===== src/hw/sar_ctrl_map.vh =====
// sar_ctrl_map.vh: constants for the successive-approximation control block
// assumes inclusion by bare name from hw/ design files
`ifndef SAR_CTRL_MAP_VH
`define SAR_CTRL_MAP_VH

// result width and channel count
`define SAR_RES_BITS      8
`define SAR_CHAN_BITS     3
`define SAR_CHAN_COUNT    8

// clock period and phase lengths in ns; phases converted to cycles in the control module
`define SAR_CLK_NS        5
`define SAR_ACQ_NS        500
`define SAR_PHASE_NS      20
`define SAR_GAP_NS        5

// reset values
`define SAR_RESULT_RST    8'h00
`define SAR_BIT_RST       8'h00
`define SAR_ZERO8         8'h00

// reference select encodings
`define SAR_REF_INTERNAL  1'b0
`define SAR_REF_EXTERNAL  1'b1

`endif


===== src/hw/sar_bit_reg.v =====
// sar_bit_reg.v: successive-approximation register with trial bit walker
// assumes comparator decision is already synchronised to clk
`timescale 1ns/1ps
`include "sar_ctrl_map.vh"

module sar_bit_reg #(
  parameter WIDTH = `SAR_RES_BITS
) (
  input  wire             clk,
  input  wire             rst,
  input  wire             loadStart,  // pulse: begin a new approximation
  input  wire             decide,     // pulse: settle current trial bit
  input  wire             compHigh,   // synchronised comparator result
  output reg  [WIDTH-1:0] approx,     // working approximation word
  output reg  [WIDTH-1:0] trialBit,   // one-hot pointer of the bit on trial
  output wire             lastBit     // trial bit is the lsb
);

  //////////////////////////////////////////////////////////////////////////
  // one-hot lsb detection
  assign lastBit = trialBit[0];

  //////////////////////////////////////////////////////////////////////////
  // approximation register update
  always @(posedge clk or posedge rst) begin
    if (rst) begin
      approx   <= `SAR_BIT_RST;
      trialBit <= `SAR_BIT_RST;
    end else if (loadStart) begin
      approx   <= {1'b1, {(WIDTH-1){1'b0}}};
      trialBit <= {1'b1, {(WIDTH-1){1'b0}}};
    end else if (decide && (trialBit != {WIDTH{1'b0}})) begin
      approx   <= (compHigh ? approx : (approx & ~trialBit)) | (trialBit >> 1);
      trialBit <= trialBit >> 1;
    end
  end

endmodule


===== src/hw/sar_conversion_control.v =====
// sar_conversion_control.v: sequencer for an 8-bit charge-scaling converter
// assumes comparator input is asynchronous; serial interface on the same clock
`timescale 1ns/1ps
`include "sar_ctrl_map.vh"

module sar_conversion_control #(
  parameter WIDTH     = `SAR_RES_BITS,
  parameter CHW       = `SAR_CHAN_BITS,
  parameter ACQ_NS    = `SAR_ACQ_NS,
  parameter PHASE_NS  = `SAR_PHASE_NS,
  parameter GAP_NS    = `SAR_GAP_NS
) (
  input  wire             clk,
  input  wire             rst,
  // serial interface side
  input  wire             startConv,    // pulse: request a conversion
  input  wire             addressed,    // level: device being addressed
  input  wire [CHW-1:0]   chanSel,      // channel to convert
  input  wire             refExternal,  // level: use external reference
  output reg  [WIDTH-1:0] result,       // last fully resolved result
  output reg              convDone,     // pulse: result updated
  output wire             busy,         // conversion under way
  // analog side
  input  wire             compOut,      // raw comparator output
  output reg  [CHW-1:0]   muxSel,       // input mux address
  output reg              sampleEn,     // acquisition switches closed
  output reg              phi1,         // bottom plates grounded
  output reg              phi2,         // trial caps to reference
  output reg  [WIDTH-1:0] capToRef,     // per-capacitor reference connect
  output reg              refSelExt,    // reference source switch
  output reg              coreEn,       // analog core power
  output reg              clkEn         // internal clock enable
);

  //////////////////////////////////////////////////////////////////////////
  // cycle counts from times; all times round up, none below one cycle
  localparam integer ACQ_RAW   = (ACQ_NS + `SAR_CLK_NS - 1) / `SAR_CLK_NS;
  localparam integer PH_RAW    = (PHASE_NS + `SAR_CLK_NS - 1) / `SAR_CLK_NS;
  localparam integer GAP_RAW   = (GAP_NS + `SAR_CLK_NS - 1) / `SAR_CLK_NS;
  localparam integer ACQ_CYC   = (ACQ_RAW < 1) ? 1 : ACQ_RAW;
  localparam integer PH_CYC    = (PH_RAW < 1) ? 1 : PH_RAW;
  localparam integer GAP_CYC   = (GAP_RAW < 1) ? 1 : GAP_RAW;
  localparam         CNTW      = 16;

  // one-hot states
  localparam [6:0] S_IDLE  = 7'h01;
  localparam [6:0] S_WAKE  = 7'h02;
  localparam [6:0] S_ACQ   = 7'h04;
  localparam [6:0] S_PHI1  = 7'h08;
  localparam [6:0] S_GAP1  = 7'h10;
  localparam [6:0] S_PHI2  = 7'h20;
  localparam [6:0] S_GAP2  = 7'h40;

  reg  [6:0]      state;        // sequencer state
  reg  [6:0]      next_state;   // combinational next state
  reg  [CNTW-1:0] count;        // phase timer
  reg  [CNTW-1:0] next_count;   // timer next value
  reg             compMeta;     // comparator first sync stage
  reg             compSync;     // comparator second sync stage
  reg             loadStart;    // pulse into the bit register
  reg             decide;       // pulse into the bit register
  wire [WIDTH-1:0] approx;      // working word
  wire [WIDTH-1:0] trialBit;    // bit on trial
  wire             lastBit;     // lsb on trial

  assign busy = (state != S_IDLE);

  //////////////////////////////////////////////////////////////////////////
  // bit register instance
  sar_bit_reg #(
    .WIDTH (WIDTH)
  ) u_bits (
    .clk       (clk),
    .rst       (rst),
    .loadStart (loadStart),
    .decide    (decide),
    .compHigh  (compSync),
    .approx    (approx),
    .trialBit  (trialBit),
    .lastBit   (lastBit)
  );

  //////////////////////////////////////////////////////////////////////////
  // comparator synchroniser; only the second stage is read
  always @(posedge clk or posedge rst) begin
    if (rst) begin
      compMeta <= 1'b0;
      compSync <= 1'b0;
    end else begin
      compMeta <= compOut;
      compSync <= compMeta;
    end
  end

  //////////////////////////////////////////////////////////////////////////
  // next-state logic
  always @* begin
    next_state = state;
    next_count = count;
    loadStart  = 1'b0;
    decide     = 1'b0;
    case (state)
      S_IDLE: begin
        // power up only on demand
        if (startConv) begin
          next_state = S_WAKE;
          next_count = {CNTW{1'b0}};
        end
      end
      S_WAKE: begin
        // one cycle for core and clock to come on before sampling
        next_state = S_ACQ;
        next_count = ACQ_CYC[CNTW-1:0] - 1'b1;
      end
      S_ACQ: begin
        if (count == {CNTW{1'b0}}) begin
          next_state = S_GAP2;
          next_count = GAP_CYC[CNTW-1:0] - 1'b1;
          loadStart  = 1'b1;
        end else begin
          next_count = count - 1'b1;
        end
      end
      S_PHI1: begin
        if (count == {CNTW{1'b0}}) begin
          next_state = S_GAP1;
          next_count = GAP_CYC[CNTW-1:0] - 1'b1;
        end else begin
          next_count = count - 1'b1;
        end
      end
      S_GAP1: begin
        // both phases low: no overlap
        if (count == {CNTW{1'b0}}) begin
          next_state = S_PHI2;
          next_count = PH_CYC[CNTW-1:0] - 1'b1;
        end else begin
          next_count = count - 1'b1;
        end
      end
      S_PHI2: begin
        if (count == {CNTW{1'b0}}) begin
          decide     = 1'b1;
          next_state = lastBit ? S_IDLE : S_GAP2;
          next_count = GAP_CYC[CNTW-1:0] - 1'b1;
        end else begin
          next_count = count - 1'b1;
        end
      end
      S_GAP2: begin
        // separation before the next grounding phase
        if (count == {CNTW{1'b0}}) begin
          next_state = S_PHI1;
          next_count = PH_CYC[CNTW-1:0] - 1'b1;
        end else begin
          next_count = count - 1'b1;
        end
      end
      default: begin
        next_state = S_IDLE;
        next_count = {CNTW{1'b0}};
      end
    endcase
  end

  //////////////////////////////////////////////////////////////////////////
  // state, timer and registered analog controls
  always @(posedge clk or posedge rst) begin
    if (rst) begin
      state     <= S_IDLE;
      count     <= {CNTW{1'b0}};
      sampleEn  <= 1'b0;
      phi1      <= 1'b0;
      phi2      <= 1'b0;
      capToRef  <= `SAR_ZERO8;
      coreEn    <= 1'b0;
      clkEn     <= 1'b0;
      muxSel    <= {CHW{1'b0}};
      refSelExt <= `SAR_REF_INTERNAL;
    end else begin
      state    <= next_state;
      count    <= next_count;
      sampleEn <= (next_state == S_ACQ);
      phi1     <= (next_state == S_PHI1);
      phi2     <= (next_state == S_PHI2);
      capToRef <= (next_state == S_PHI2) ? approx : `SAR_ZERO8;
      coreEn   <= (next_state != S_IDLE) || addressed;
      clkEn    <= (next_state != S_IDLE) || addressed;
      if (state == S_IDLE && startConv) begin
        muxSel    <= chanSel;
        refSelExt <= refExternal;
      end
    end
  end

  //////////////////////////////////////////////////////////////////////////
  // result hold and completion pulse
  always @(posedge clk or posedge rst) begin
    if (rst) begin
      result   <= `SAR_RESULT_RST;
      convDone <= 1'b0;
    end else begin
      convDone <= 1'b0;
      if (decide && lastBit) begin
        result   <= compSync ? approx : (approx & ~trialBit);
        convDone <= 1'b1;
      end
    end
  end

endmodule


===== config.mk =====
export PLATFORM = sky130hd
export DESIGN_NAME = sar_conversion_control
export DESIGN_NICKNAME = d
export VERILOG_FILES = /design/src/hw/sar_bit_reg.v /design/src/hw/sar_conversion_control.v
export VERILOG_INCLUDE_DIRS = /design/src /design/src/hw
export SDC_FILE = /design/constraint.sdc
export NUM_CORES = 1
export LEC_CHECK = 0
export BUFFER_PORTS_ARGS = -buffer_cell sky130_fd_sc_hd__buf_4
export CAP_MARGIN = 20
export CORE_MARGIN = 5
export CORE_UTILIZATION = 60
export CTS_CLUSTER_SIZE = 14
export DETAILED_ROUTE_END_ITERATION = 7
export PLACE_DENSITY = 0.83
export SETUP_SLACK_MARGIN = 0.2
export SYNTH_ARGS = -nofsm -noshare
export SYNTH_HDL_FRONTEND = slang
export SYNTH_SLANG_ARGS = --single-unit

===== constraint.sdc =====
create_clock -name clk -period 5.5 [get_ports clk]
set_clock_uncertainty 0.2 [all_clocks]
set_input_delay 1.1 -clock clk [delete_from_list [all_inputs] [get_ports clk]]
set_output_delay 1.1 -clock clk [all_outputs]
set_load 0.005 [all_outputs]

# == Word level (Yosys, flattened, before mapping) ==
# Cells that the tools add are included.
# Widths: inputs -> output; s select.
# totals
out_inout_bits,27
reg_bits,66
elab_cells,63
# classes
mux,22
eq_ne,13
n_bitwise,3
n_reduce_logical,9
n_addsub,1
# op_table
op,count
$pmux 16 s4,1
$mux 7,7
$pmux 7 s7,1
$mux 16,3
$mux 8,6
$logic_not 16->1,1
$sub 16x1->16 const B,1
$eq 7x3->1 const B,2
$eq 7x4->1 const B,2
$eq 7x6->1 const B,2
$ne 7x1->1 const B,2
$and 8x8->8,1
$not 8->8,1
$or 8x7->8,1
$reduce_bool 8->1,1
$eq 7x1->1 const B,1
$eq 7x2->1 const B,1
$eq 7x5->1 const B,1
$eq 7x7->1 const B,1
$mux 1,4
$logic_and 1x1->1,3
$reduce_or 3->1,1
$ne 2x2->1 const B,1
$reduce_bool 2->1,1
other kinds (2),2

# == Logic depth before layout (Yosys ltp) ==
# Gate-level depths: netlist (run 1).
# logic_depth
word_depth,6
ltp_mapped,9
mapped_depth_nobuf,7

# == Cells and area by module ==
# A second synthesis (run 1) with hierarchy kept.
# hier_totals
cells_unflattened,333
hier_area_um2,3296.9
# modules_own_cells
mod,instances,cells_each,area_per_inst_um2,seq_area_each_um2
sar_conversion_control,1,271,2571.2,1252.5
sar_bit_reg,1,62,725.7,400.4

# == Least setup slack after synthesis (run 1) ==
# OpenSTA, ideal clock, no wires.
# synth_path
kind,register to output
start,register state[2]
end,output busy
arrival_time_ps,1488
stages_incl_launch_ff,5
setup_slack_ps,2712
t_required_ps,4200
path_cell_list,dfrtp_1 buf_6 or4_4 nor4b_4 inv_2
# synth_via
elab_chain_len,1
# synth_rtl
element,line,source
"start, declared",sar_conversion_control.v:54,reg [6:0] state;
"start signal, assigned",sar_conversion_control.v:181,state <= next_state;
$ne 7x1->1,sar_conversion_control.v:66,assign busy = (state != S_IDLE);
"end, declared",sar_conversion_control.v:22,"output wire busy,"
# Every way passes these cells.

# == Worst setup path after layout (run 1) ==
# layout_path
start,register state[4]
end,output busy
# Same word-level chain as after synthesis.

==> out/qor_table.md, run 1 <==
| Group | Metric | This run |
|:---|:---|:---|
| worst setup path | Reg-to-reg endpoint | count[12]$_DFFE_PP0P_ |
| place | Global placement routability congestion | 0.851 |
| logic synthesis | Main flop type after synthesis | dfrtp_1 |
| clocking | CTS tree | built |
| logic synthesis | Cell count after synthesis | 303 |
| worst setup path | Setup crit start kind | flop |
| power and ir drop | Cell Pwr Density | 477 nW/um^2 |
| clocking | Clock transition at the registers of the reported paths | 70 ps |
| floorplanning | Total number of placement rows | 26 |
| sta | Max-slew headroom | 44.5% |
| sta | Total Negative Setup Slacks | 0 ps |
| floorplanning | Die H | 82.0 um |
| floorplanning | Num ports | 36 |
| detailed routing | Antenna Violating Nets Remaining | 0 |
| logic synthesis | Number of flops mapped to enable cells by yosys | 0 |
| global route | Pin count of the biggest net entering global routing | 67 |
| logic synthesis | Number of register bits inferred by synthesis | 66 |
| clocking | Cts hold-fix bufs | 0 |
| status | Result of the run | finished clean |
| worst setup path | Biggest fanout along the worst timing path | 14 |
| layout | Count of antenna diodes in the layout | 0 |
| place | Post-detailed-placement cell area | 3370 um^2 |
| floorplanning | Floorplan die area | 6720 um^2 |
| worst hold path | Origin of the worst min-delay path | compMeta$_DFF_PP0_ |
| detailed routing | Number of detailed-route iterations in the first pass | 5 |
| floorplanning | Initial core utilization | 61.2% |
| clocking | Total setup buffers inserted after CTS | 0 |
| worst setup path | Critical path's slowest cell | or4_4 |
| detailed routing | Total vias in the final route | 2,444 |
| sta | Final-report hold violation count | 0 |
| logic synthesis | Synth Net Count | 314 |
| layout | Fraction of final layout cells with drive strength greater than 1 | 20.1% |
| layout | Post-Route Utilization | 71.3% |
| logic synthesis | Post-synthesis cell type count | 51 |
| worst setup path | Number of buffer and inverter instances along the worst setup path | 2 |
| detailed routing | Via density | 5.98 |
| worst setup path | R2R Path Start | count[0]$_DFFE_PP0P_ |
| worst setup path | Slack of the worst reg-to-reg path | 2490 ps |
| sta | Fmax | 295 MHz |
| logic synthesis | Sequential area share after synthesis | 53.2% |
| layout | Final-stage net count | 345 |
| logic synthesis | Fraction of post-synthesis cell area in the top cell type by area | 52.3% |
| sta | Final hold slack | 160 ps |
| worst setup path | Required time at the endpoint of the critical path | 4200 ps |
| detailed routing | Number of design-rule violations left by the first detailed-router iteration | 251 |
| global route | Combined global-route utilization of all metal layers | 22.7% |
| place | Port Buffers | 35 |
| power and ir drop | Leak | 1.74 nW |
| logic synthesis | Syn Std Cell Area | 3110 um^2 |
| detailed routing | Routed Wire Length | 6.66 mm |
| sta | Final count of negative-setup-slack endpoints | 0 |
| place | Pre-CTS setup slack | 2480 ps |
| worst setup path | Crit-path cells | or4_4, nor4b_4, inv_2, buf_4 |
| logic synthesis | Post-Syn Area per Cell | 10.3 um^2 |
| sta | Smallest setup slack after layout | 2110 ps |
| sta | Unrepaired setup endpoints after global routing | no |
| worst setup path | Stage delay of the slowest cell on the critical path | 590 ps |
| sta | Clock period minus final worst setup slack | 3390 ps |
| worst setup path | Path depth of the worst reg2reg path | 7 |
| floorplanning | Die X-Extent | 82.0 um |
| global route | Via count of the first global-routing pass | 2,467 |
| worst setup path | Endpoint kind of the worst setup timing path | output pin |
| sta | Worst-margin pin slew | 832 ps |
| layout | Area growth syn-to-layout | 16.5% |
| global route | Total congestion overflow after global routing | 0 |
| detailed routing | Detail-routed net length per standard cell | 16.3 um |
| clocking | Clock root cell | clkbuf_8 |
| clocking | CTS resizes | 0 |
| clocking | Sinks on Clock Net | 66 |
| logic synthesis | Yosys warns | 0 |
| detailed routing | Final routed DRC violation total | 0 |
| clocking | TritonCTS buffer count | 9 |
| job | Number of max-capacitance violations reported | 0 |
| place | Half-perimeter wire length of the detailed placement result | 4.36 mm |
| layout | Total non-filler cell area in the finished layout | 3620 um^2 |
| power and ir drop | Overall Power | 1.73 mW |
| layout | Post-route non-filler standard cell count | 409 |
| worst hold path | Worst min-delay path category | reg -> reg |
| clocking | Deepest level of the CTS H-tree | 3 |
| power and ir drop | Worst supply voltage drop on vdd | 419 uV |
| worst setup path | Worst Path Class, Setup | reg -> out |
| place | Cell Count Post-Placement | 393 |
| worst hold path | WHS Endpoint | compSync$_DFF_PP0_ |
| worst setup path | Crit-path leading delay family | simple AND/OR/NAND/NOR gates |
| floorplanning | Core area | 5070 um^2 |
| worst setup path | Data arrival at the endpoint of the critical path | 2090 ps |
| logic synthesis | Synth top area cells | dfrtp_1 52%, o21ai_0 5.8%, a21oi_1 3.5% |
| clocking | Clock buffer depth | 2 |
| global route | Number of antenna violations at the first check in global routing | 0 |
| logic synthesis | FFs w/ async S/R, synth | 100% |
| logic synthesis | Dominant cell type by area after synthesis | dfrtp_1 |
| worst hold path | Hold-critical path depth | 0 |
| global route | Wire length of the first global-routing pass | 11.6 mm |
| sta | Share of the clock period used by the worst path after layout | 61.6% |
| sta | Final Slew Violations | 0 |
| clocking | Worst skew pair latency | 340 ps |
[flip-flops by register name, summed over array words and instances, names as in the netlist]
signal,flops
count,16
capToRef,8
result,8
u_bits.approx,8
u_bits.trialBit,8
state,7
muxSel,3
clkEn,1
compMeta,1
compSync,1
convDone,1
phi1,1
phi2,1
refSelExt,1
sampleEn,1
[area by class of cell]
| cell class | count | area (um^2) |
|---|---|---|
| flip-flops and latches | 66 | 1650 |
| multi-input cells | 203 | 1290 |
| clock inverters | 6 | 114 |
| well taps | 70 | 87.6 |
| inverters | 18 | 67.6 |
| repair buffers | 36 | 270 |
| clock buffers | 10 | 138 |
| fillers | 372 | 1460 |
[power by group]
group / leakage (nW) / total [mW] / internal [mW] / switching (mW)
Combinational: 0.731 / 0.596 / 0.231 / 0.364
Sequential: 0.894 / 0.632 / 0.553 / 0.0788
Clock: 0.119 / 0.499 / 0.314 / 0.185
Total: 1.74 / 1.73 / 1.10 / 0.628
[metal layers]
layer	vias to the layer above	global-route usage (%)	routed length, um	share of wire (%)
met5	-	0	0	0
met4	0	11.3	147	2.2
met3	14	3.95	296	4.4
met2	64	37.3	3300	49
met1	1204	28.9	2920	44
li1	1162	-	-	-
[cells by family (layout without fill, tap and decap cells)]
| logic type | Yosys count | count (layout) | synth area share (%) |
|---|---|---|---|
| AOI/OAI and AO/OA | 97 | 97 | 19.5 |
| and+or+nand+nor | 96 | 96 | 18.5 |
| DFF | 66 | 66 | 53.2 |
| buffers and inverters | 34 | 70 | 5.31 |
| muxes | 6 | 6 | 2.09 |
| adders and majority gates | 3 | 3 | 1.13 |
| xor gates and xnor gates | 1 | 1 | 0.282 |
[cells in the mapped netlist (2+ instances only)]
cell and instances:
clkbuf_1 7, a31oi_1 5, nor4_1 7, nand4_1 4
and2_1 10, nand3_1 4, nor2_1 14, a21o_1 9
or3_1 5, ha_1 2, mux2_2 4, nor4_2 2
and4_1 2, o21bai_1 2, a21oi_1 22, nand3b_1 4
buf_4 3, a211oi_2 2, dfrtp_1 65, o21ai_0 36
buf_6 3, nor3_1 11, buf_2 3, inv_1 17
o211a_1 2, nand2_1 18, o22ai_1 2, nand2b_1 5
mux2i_1 2, a22o_1 10
[cell usage in the layout (no fill, tap or decap), drive strengths merged, types with 2 or more instances in the layout]
cell type  instances
and4               2
mux2               4
dfrtp             65
clkbuf            10
a22o              10
nor4               9
o211a              2
a21o               9
nor4b              2
buf               36
bufinv             3
a211oi             3
inv               18
and2              10
o22ai              2
nand2b             5
nand2             18
nor3              11
nand3              4
or3                5
o21ai             36
a31oi              5
mux2i              2
o21bai             2
nor2              15
nand4              4
a21oi             22
clkinvlp           2
ha                 2
nand3b             4
[worst max-delay path by stage]
stage / cells after the start / from / to
after global routing: 4 / state[3]$_DFF_PP0_ / busy
after detailed placement: 4 / state[4]$_DFF_PP0_ / busy
final: 4 / state[4]$_DFF_PP0_ / busy
after global placement: 4 / state[4]$_DFF_PP0_ / busy
after CTS: 4 / state[4]$_DFF_PP0_ / busy
after floorplan: 1 / rst / capToRef[0]$_DFF_PP0_
[worst reg2reg max path, delay by kind of cell (launching register included)]
family / cells / cell delay, ps
AOI/OAI and AO/OA: 3 / 1020
and+or+nand+nor: 2 / 950
DFF: 1 / 450
adders and majority gates: 1 / 150
buffers and inverters: 1 / 130
(Power assumes the default switching activity.)
==> run 2, diff against run 1 <==
Settings changed: ABC_AREA set to 1, CORE_UTILIZATION 60 to 58, PLACE_DENSITY 0.83 to 0.8.
Clock period 5.5 ns to 3.33 ns, I/O delays scaled along.
==> run 2 against run 1 <==
Effect of this change: global-route usage rose by 0.15 points; largest cell class unchanged; utilization fell by 1.9 points; largest power group is now combinational logic; via count rose by 20%; highest routed layer unchanged; wire length rose by 14%; count of clock-buffer cells in the layout fell by 1; critical endpoint unchanged; final cell count rose by 33%.
==> out/qor_table.md, run 2 <==
| Group | Metric | This run | Delta |
|:---|:---|:---|:---|
| floorplanning | Core area | 5570 um^2 | +9.8% |
| place | Half-perimeter wire length of the detailed placement result | 5.43 mm | +25% |
| layout | Footprint of the flip-flops and latches | 1650 um^2 | unchanged |
| worst setup path | Crit-path cells | nor2_2, nand3_1, nor2_2, inv_2, buf_4 |  |
| clocking | Worst skew pair latency | 340 ps | about the same |
| job | Number of max-capacitance violations reported | 0 | unchanged |
| clocking | Clock root cell | clkbuf_8 |  |
| floorplanning | Die X-Extent | 86.3 um | +5.3% |
| floorplanning | Floorplan die area | 7460 um^2 | +11% |
| clocking | CTS resizes | 0 | unchanged |
| worst setup path | R2R Path Start | count[0]$_DFFE_PP0P_ |  |
| worst setup path | Critical path's slowest cell | dfrtp_1 |  |
| logic synthesis | Compound-gate portion of the synthesized area | 6.96% | -13 points |
| worst setup path | Worst Path Class, Setup | reg -> out |  |
| power and ir drop | Worst supply voltage drop on vdd | 506 uV | +21% |
| layout | Final-stage net count | 480 | +39% |
| logic synthesis | Fraction of post-synthesis cell area in the top cell type by area | 48.1% | -4.2 points |
| worst setup path | Biggest fanout along the worst timing path | 4 | -10 |
| clocking | CTS tree | built |  |
| logic synthesis | Most used standard cell by instance count after synthesis | nand2_1 |  |
| clocking | Clock buffer depth | 2 | unchanged |
| global route | Wire length of the first global-routing pass | 13.6 mm | +18% |
| layout | Area growth syn-to-layout | 14.5% |  |
| layout | Leading cell types in the layout, fill and taps excluded | 139 x nand2_1, 65 x dfrtp_1, 47 x nor2_1, 45 x inv_1, 37 x buf_4 |  |
| logic synthesis | Yosys warns | 0 | unchanged |
| power and ir drop | Leak | 2.09 nW | +20% |
| floorplanning | Total number of placement rows | 27 | +3.8% |
| worst setup path | Stage delay of the slowest cell on the critical path | 420 ps | -170 ps |
| place | Global placement routability congestion | 0.932 | +9.4% |
| power and ir drop | Cell Pwr Density | 867 nW/um^2 | +82% |
| layout | Count of antenna diodes in the layout | 0 | unchanged |
| layout | Biggest register | count |  |
| sta | Clock period minus final worst setup slack | 2370 ps |  |
| sta | Fmax | 422 MHz |  |
| worst setup path | Start point of the critical path | state[2]$_DFF_PP0_ |  |
| logic synthesis | Syn Std Cell Area | 3380 um^2 | +8.8% |
| clocking | Sinks on Clock Net | 66 | unchanged |
| global route | Total congestion overflow after global routing | 0 | unchanged |
| worst setup path | Most numerous cell on the critical path | nor2_2 |  |
| clocking | TritonCTS buffer count | 9 | unchanged |
| logic synthesis | Synth Net Count | 442 | +41% |
| floorplanning | Initial core utilization | 60.7% | -0.59 points |
| global route | Combined global-route utilization of all metal layers | 22.9% | +0.15 points |
| logic synthesis | Post-Synth XOR/XNOR Area | 0.777% | +0.50 points |
| sta | Total Negative Setup Slacks | 0 ps | unchanged |
| sta | Share of the clock period used by the worst path after layout | 71.1% |  |
| logic synthesis | Number of register bits inferred by synthesis | 66 | unchanged |
| detailed routing | Detail-routed net length per standard cell | 13.9 um | -15% |
| detailed routing | Via density | 5.38 | -10% |
| logic synthesis | Dominant cell type by area after synthesis | dfrtp_1 |  |
| logic synthesis | Sequential area share after synthesis | 48.9% | -4.3 points |
| worst setup path | Data arrival at the endpoint of the critical path | 1500 ps | -590 ps |
| detailed routing | Final routed DRC violation total | 0 | unchanged |
| clocking | Deepest level of the CTS H-tree | 3 | unchanged |
| global route | Via count of the first global-routing pass | 2,945 | +19% |
| place | Port Buffers | 35 | unchanged |
| clocking | Cts hold-fix bufs | 0 | unchanged |
| logic synthesis | Cell count after synthesis | 431 | +42% |
| logic synthesis | Arithmetic-cell share of the synthesized area counting full adders, half adders and majority gates | 0.740% | -0.39 points |
| detailed routing | Routed Wire Length | 7.58 mm | +14% |
| detailed routing | Antenna Violating Nets Remaining | 0 | unchanged |
| logic synthesis | Combinational family with the most area after synthesis | simple AND/OR/NAND/NOR gates |  |
| logic synthesis | Number of flops mapped to enable cells by yosys | 0 | unchanged |
| sta | Worst-margin pin slew | 723 ps | -109 ps |
| logic synthesis | Fraction of synthesized area in multiplexers | 0% | -2.1 points |
| sta | Unrepaired setup endpoints after global routing | no |  |
| floorplanning | Die H | 86.3 um | +5.3% |
| layout | Fraction of final layout cells with drive strength greater than 1 | 18.4% | -1.7 points |
| worst setup path | Endpoint kind of the worst setup timing path | output pin |  |
| clocking | Total setup buffers inserted after CTS | 0 | unchanged |
| detailed routing | Total vias in the final route | 2,938 | +20% |
| detailed routing | Number of design-rule violations left by the first detailed-router iteration | 181 | -28% |
| detailed routing | Number of detailed-route iterations in the first pass | 4 | -1 |
| layout | Flip-flop count of the largest register, all copies and words added | 16 | unchanged |
| clocking | Clock transition at the registers of the reported paths | 80 ps | about the same |
| layout | Multi-input gate area in the final layout | 1460 um^2 | +13% |
| logic synthesis | FFs w/ async S/R, synth | 100% | unchanged |
| sta | Final count of negative-setup-slack endpoints | 0 | unchanged |
| sta | Final Slew Violations | 0 | unchanged |
| logic synthesis | Ranking of synthesized cells by instance count | 139 x nand2_1, 65 x dfrtp_1, 47 x nor2_1 |  |
| logic synthesis | Simple-gate share of the synthesized area | 34.7% | +16 points |
| sta | Max-slew headroom | 51.8% | +7.3 points |
| layout | Most common cell after layout, fill and taps aside | nand2_1 |  |
| worst setup path | Required time at the endpoint of the critical path | 2460 ps | -1740 ps |
| logic synthesis | Main flop type after synthesis | dfrtp_1 |  |
| power and ir drop | Overall Power | 3.36 mW | +94% |
| logic synthesis | Synth top area cells | dfrtp_1 48%, nand2_1 15%, nor2_1 5.2% |  |
| sta | Final-report hold violation count | 0 | unchanged |
| floorplanning | Num ports | 36 | unchanged |
| layout | Filler Cells Inserted | 460 | +24% |
| global route | Pin count of the biggest net entering global routing | 27 | -60% |
| global route | Number of antenna violations at the first check in global routing | 0 | unchanged |
| status | Result of the run | finished clean |  |
| worst setup path | Setup crit start kind | flop |  |
| logic synthesis | Post-synthesis cell type count | 27 | -47% |
| logic synthesis | Post-Syn Area per Cell | 7.84 um^2 | -24% |
| worst hold path | Worst min-delay path category | in -> async |  |
-- run 2: cells by family (layout without fill, tap and decap cells) --
kind of cell | after synthesis | count (layout)
AOI/OAI and AO/OA | 39 | 39
xor gates and xnor gates | 3 | 3
adders and majority gates | 2 | 2
buffers and inverters | 61 | 104
DFF | 66 | 66
and+or+nand+nor | 260 | 260
-- run 2: per-stage QoR --
stage / utilization (%) / instance area [um^2] / hold WS (ps) / cells / worst slack (ps)
after CTS: 69.5 / 3870 / 111 / 546 / 954
after floorplan: - / 3380 / 131 / 431 / 811
final: 69.5 / 3870 / 114 / 546 / 961
after global routing: 69.5 / 3870 / 130 / 546 / 862
after detailed placement: 65.9 / 3670 / 142 / 530 / 1200
after global placement: 65.9 / 3670 / 133 / 530 / 1250
-- run 2: layer usage --
layer,routed length [um],share of wire [%],GRT usage [%],up-vias
li1,-,-,-,1456
met1,3340,44,30.0,1385
met2,3720,49,37.3,81
met3,375,4.9,4.94,16
met4,149,2.0,8.36,0
met5,0,0,0,-
-- run 2: path summary, 6_finish.rpt --
kind / depth (start not counted) / end / slack (ps)
max reg2reg: 9 / capToRef[0]$_DFF_PP0_ / 1180
max in group asynchronous: 3 / state[0]$_DFF_PP1_ / 2110
min reg2reg: 0 / compSync$_DFF_PP0_ / 150
min: 2 / convDone$_DFF_PP0_ / 110
min in group clk: 0 / compSync$_DFF_PP0_ / 150
max: 5 / busy / 960
-- run 2: critical path: cells and delay by family, from the launching register on --
family                 cells  cell delay (ps)
flip-flops                 1              420
buffers and inverters      2              220
AND/OR/NAND/NOR            3              520
-- run 2: cell type report --
class	count	area share [%]
sequential	66	42.7
tap	72	2.33
clock buffer	9	3.20
multi-input combinational	304	37.7
inverter	51	4.94
timing repair buffer	37	7.17
clock inverter	7	1.97
-- run 2: where the power goes --
part	leakage (nW)	total, mW	internal [mW]	switching (mW)
Combinational	1.10	1.67	0.500	1.17
Sequential	0.894	1.00	0.905	0.0988
Clock	0.0962	0.686	0.351	0.335
==> run 3, diff against run 2 <==
Clock period 3.33 ns to 2.3 ns, I/O delays scaled along.
==> run 3 against run 2 <==
Effect of this change: sequential share of layout area fell by 1.2 points; sequential power rose by 47%; critical path depth did not move; count of clock-buffer cells in the layout rose by 3; wire length rose by 6.2%.
==> out/qor_table.md, run 3 (synthesis results as in run 2) <==
| Group | Metric | This run | Delta |
|:---|:---|:---|:---|
| clocking | Clock transition at the registers of the reported paths | 80 ps | about the same |
| detailed routing | Number of design-rule violations left by the first detailed-router iteration | 241 | +33% |
| sta | Final count of negative-setup-slack endpoints | 0 | unchanged |
| clocking | TritonCTS buffer count | 9 | unchanged |
| worst setup path | Setup crit start kind | flop |  |
| floorplanning | Floorplan die area | 7460 um^2 | unchanged |
| status | Result of the run | finished clean |  |
| sta | Smallest setup slack after layout | 247 ps | -714 ps |
| sta | Final hold slack | 21.9 ps | -91.9 ps |
| worst setup path | Path depth of the worst reg2reg path | 9 | unchanged |
| layout | Flip-flop count of the largest register, all copies and words added | 16 | unchanged |
| detailed routing | Number of detailed-route iterations in the first pass | 5 | +1 |
| clocking | Worst skew pair latency | 340 ps | about the same |
| global route | Combined global-route utilization of all metal layers | 23.6% | +0.78 points |
| floorplanning | Total number of placement rows | 27 | unchanged |
| clocking | Clock root cell | clkbuf_8 |  |
| layout | Biggest register | count |  |
| layout | Count of antenna diodes in the layout | 0 | unchanged |
| global route | Total congestion overflow after global routing | 0 | unchanged |
| layout | Filler Cells Inserted | 432 | -6.1% |
| layout | Final-stage net count | 487 | +1.5% |
| worst setup path | Worst Path Class, Setup | reg -> out |  |
| detailed routing | Via density | 5.45 | +1.4% |
| detailed routing | Detail-routed net length per standard cell | 14.6 um | +4.8% |
| sta | Final Slew Violations | 0 | unchanged |
| power and ir drop | Worst supply voltage drop on vdd | 744 uV | +47% |
| floorplanning | Die H | 86.3 um | unchanged |
| sta | Share of the clock period used by the worst path after layout | 89.3% |  |
| place | Pre-CTS setup slack | 311 ps | -885 ps |
| layout | Leading cell types in the layout, fill and taps excluded | 138 x nand2_1, 63 x dfrtp_1, 47 x nor2_1, 44 x inv_1, 42 x buf_4 |  |
| job | Number of max-capacitance violations reported | 0 | unchanged |
| layout | Most common cell after layout, fill and taps aside | nand2_1 |  |
| detailed routing | Final routed DRC violation total | 0 | unchanged |
| floorplanning | Core area | 5570 um^2 | unchanged |
| sta | Max-slew headroom | 53.8% | +2.1 points |
| sta | Fmax | 487 MHz |  |
| power and ir drop | Leak | 2.15 nW | +2.9% |
| sta | Clock period minus final worst setup slack | 2050 ps |  |
| sta | Unrepaired setup endpoints after global routing | no |  |
| clocking | Cts hold-fix bufs | 0 | unchanged |
| layout | Post-Route Utilization | 71.6% | +2.1 points |
| sta | Worst-margin pin slew | 691 ps | -32.3 ps |
| layout | Fraction of final layout cells with drive strength greater than 1 | 20.4% | +2.0 points |
| place | Half-perimeter wire length of the detailed placement result | 5.81 mm | +6.9% |
| global route | Pin count of the biggest net entering global routing | 30 | +11% |
| global route | Number of antenna violations at the first check in global routing | 0 | unchanged |
| layout | Area growth syn-to-layout | 18.0% |  |
| worst setup path | Data arrival at the endpoint of the critical path | 1390 ps | -110 ps |
| place | Global placement routability congestion | 0.927 | -0.46% |
| detailed routing | Antenna Violating Nets Remaining | 0 | unchanged |
| detailed routing | Routed Wire Length | 8.05 mm | +6.2% |
| sta | Total Negative Setup Slacks | 0 ps | unchanged |
| global route | Via count of the first global-routing pass | 3,042 | +3.3% |
| worst hold path | Worst min-delay path category | in -> async |  |
| clocking | Deepest level of the CTS H-tree | 3 | unchanged |
| power and ir drop | Cell Pwr Density | 1270 nW/um^2 | +47% |
| global route | Wire length of the first global-routing pass | 13.9 mm | +2.6% |
| floorplanning | Num ports | 36 | unchanged |
| clocking | Sinks on Clock Net | 66 | unchanged |
| floorplanning | Initial core utilization | 60.7% | unchanged |
| sta | Final-report hold violation count | 0 | unchanged |
| worst setup path | Biggest fanout along the worst timing path | 4 | unchanged |
| worst setup path | Required time at the endpoint of the critical path | 1640 ps | -820 ps |
| worst setup path | Endpoint kind of the worst setup timing path | output pin |  |
| place | Port Buffers | 35 | unchanged |
| clocking | Clock buffer depth | 2 | unchanged |
| power and ir drop | Overall Power | 5.08 mW | +51% |
| detailed routing | Total vias in the final route | 3,016 | +2.7% |
| clocking | CTS tree | built |  |
| floorplanning | Die X-Extent | 86.3 um | unchanged |
run 3: worst paths after layout:
kind	start	slack [ps]	end
max	state[3]$_DFF_PP0_	250	busy
min	rst	20	u_bits.approx[3]$_DFFE_PP0P_
max reg2reg	state[3]$_DFF_PP0_	320	u_bits.trialBit[2]$_DFFE_PP0P_
min reg2reg	compMeta$_DFF_PP0_	150	compSync$_DFF_PP0_
max in group asynchronous	rst	1340	state[5]$_DFF_PP0_
min in group clk	compOut	30	compMeta$_DFF_PP0_
run 3: cell type report:
type                       instances  area [um^2]  area share [%]
tap                               72         90.1            2.26
sequential                        66         1660            41.5
multi-input combinational        304         1490            37.3
clock inverter                     4         50.0            1.25
inverter                          51          195            4.89
timing repair buffer              44          355            8.91
clock buffer                      12          155            3.89
run 3: layer usage:
metal	vias up	share of wire (%)	wire, um	track usage [%]
met5	-	0	0	0
met4	0	2.6	206	12.0
met3	19	5.1	407	4.28
met2	101	49	3960	38.0
met1	1428	43	3480	30.6
li1	1468	-	-	-
run 3: report_power, final:
part / switching [mW] / leakage (nW) / internal (mW)
clock network: 0.456 / 0.0986 / 0.559
registers: 0.160 / 0.890 / 1.31
logic: 1.77 / 1.16 / 0.819
run 3: repair_timing:
action,in CTS,in global routing
pin swaps,0,2
setup endpoints to repair,1,25
resized for setup,2,7
buffers inserted,0,3
run 3: per-stage QoR:
stage               cells  instance area, um^2
floorplan             431                 3380
global placement      534                 3730
detailed placement    534                 3730
CTS                   550                 3950
global route          553                 3990
finish                553                 3990
run 3: worst max-delay path: stages, from the launching register on:
cell,delay (ps)
dfrtp_1,430
nor2_4,180
nand3_2,110
nor2_4,150
inv_2,60
buf_4,130
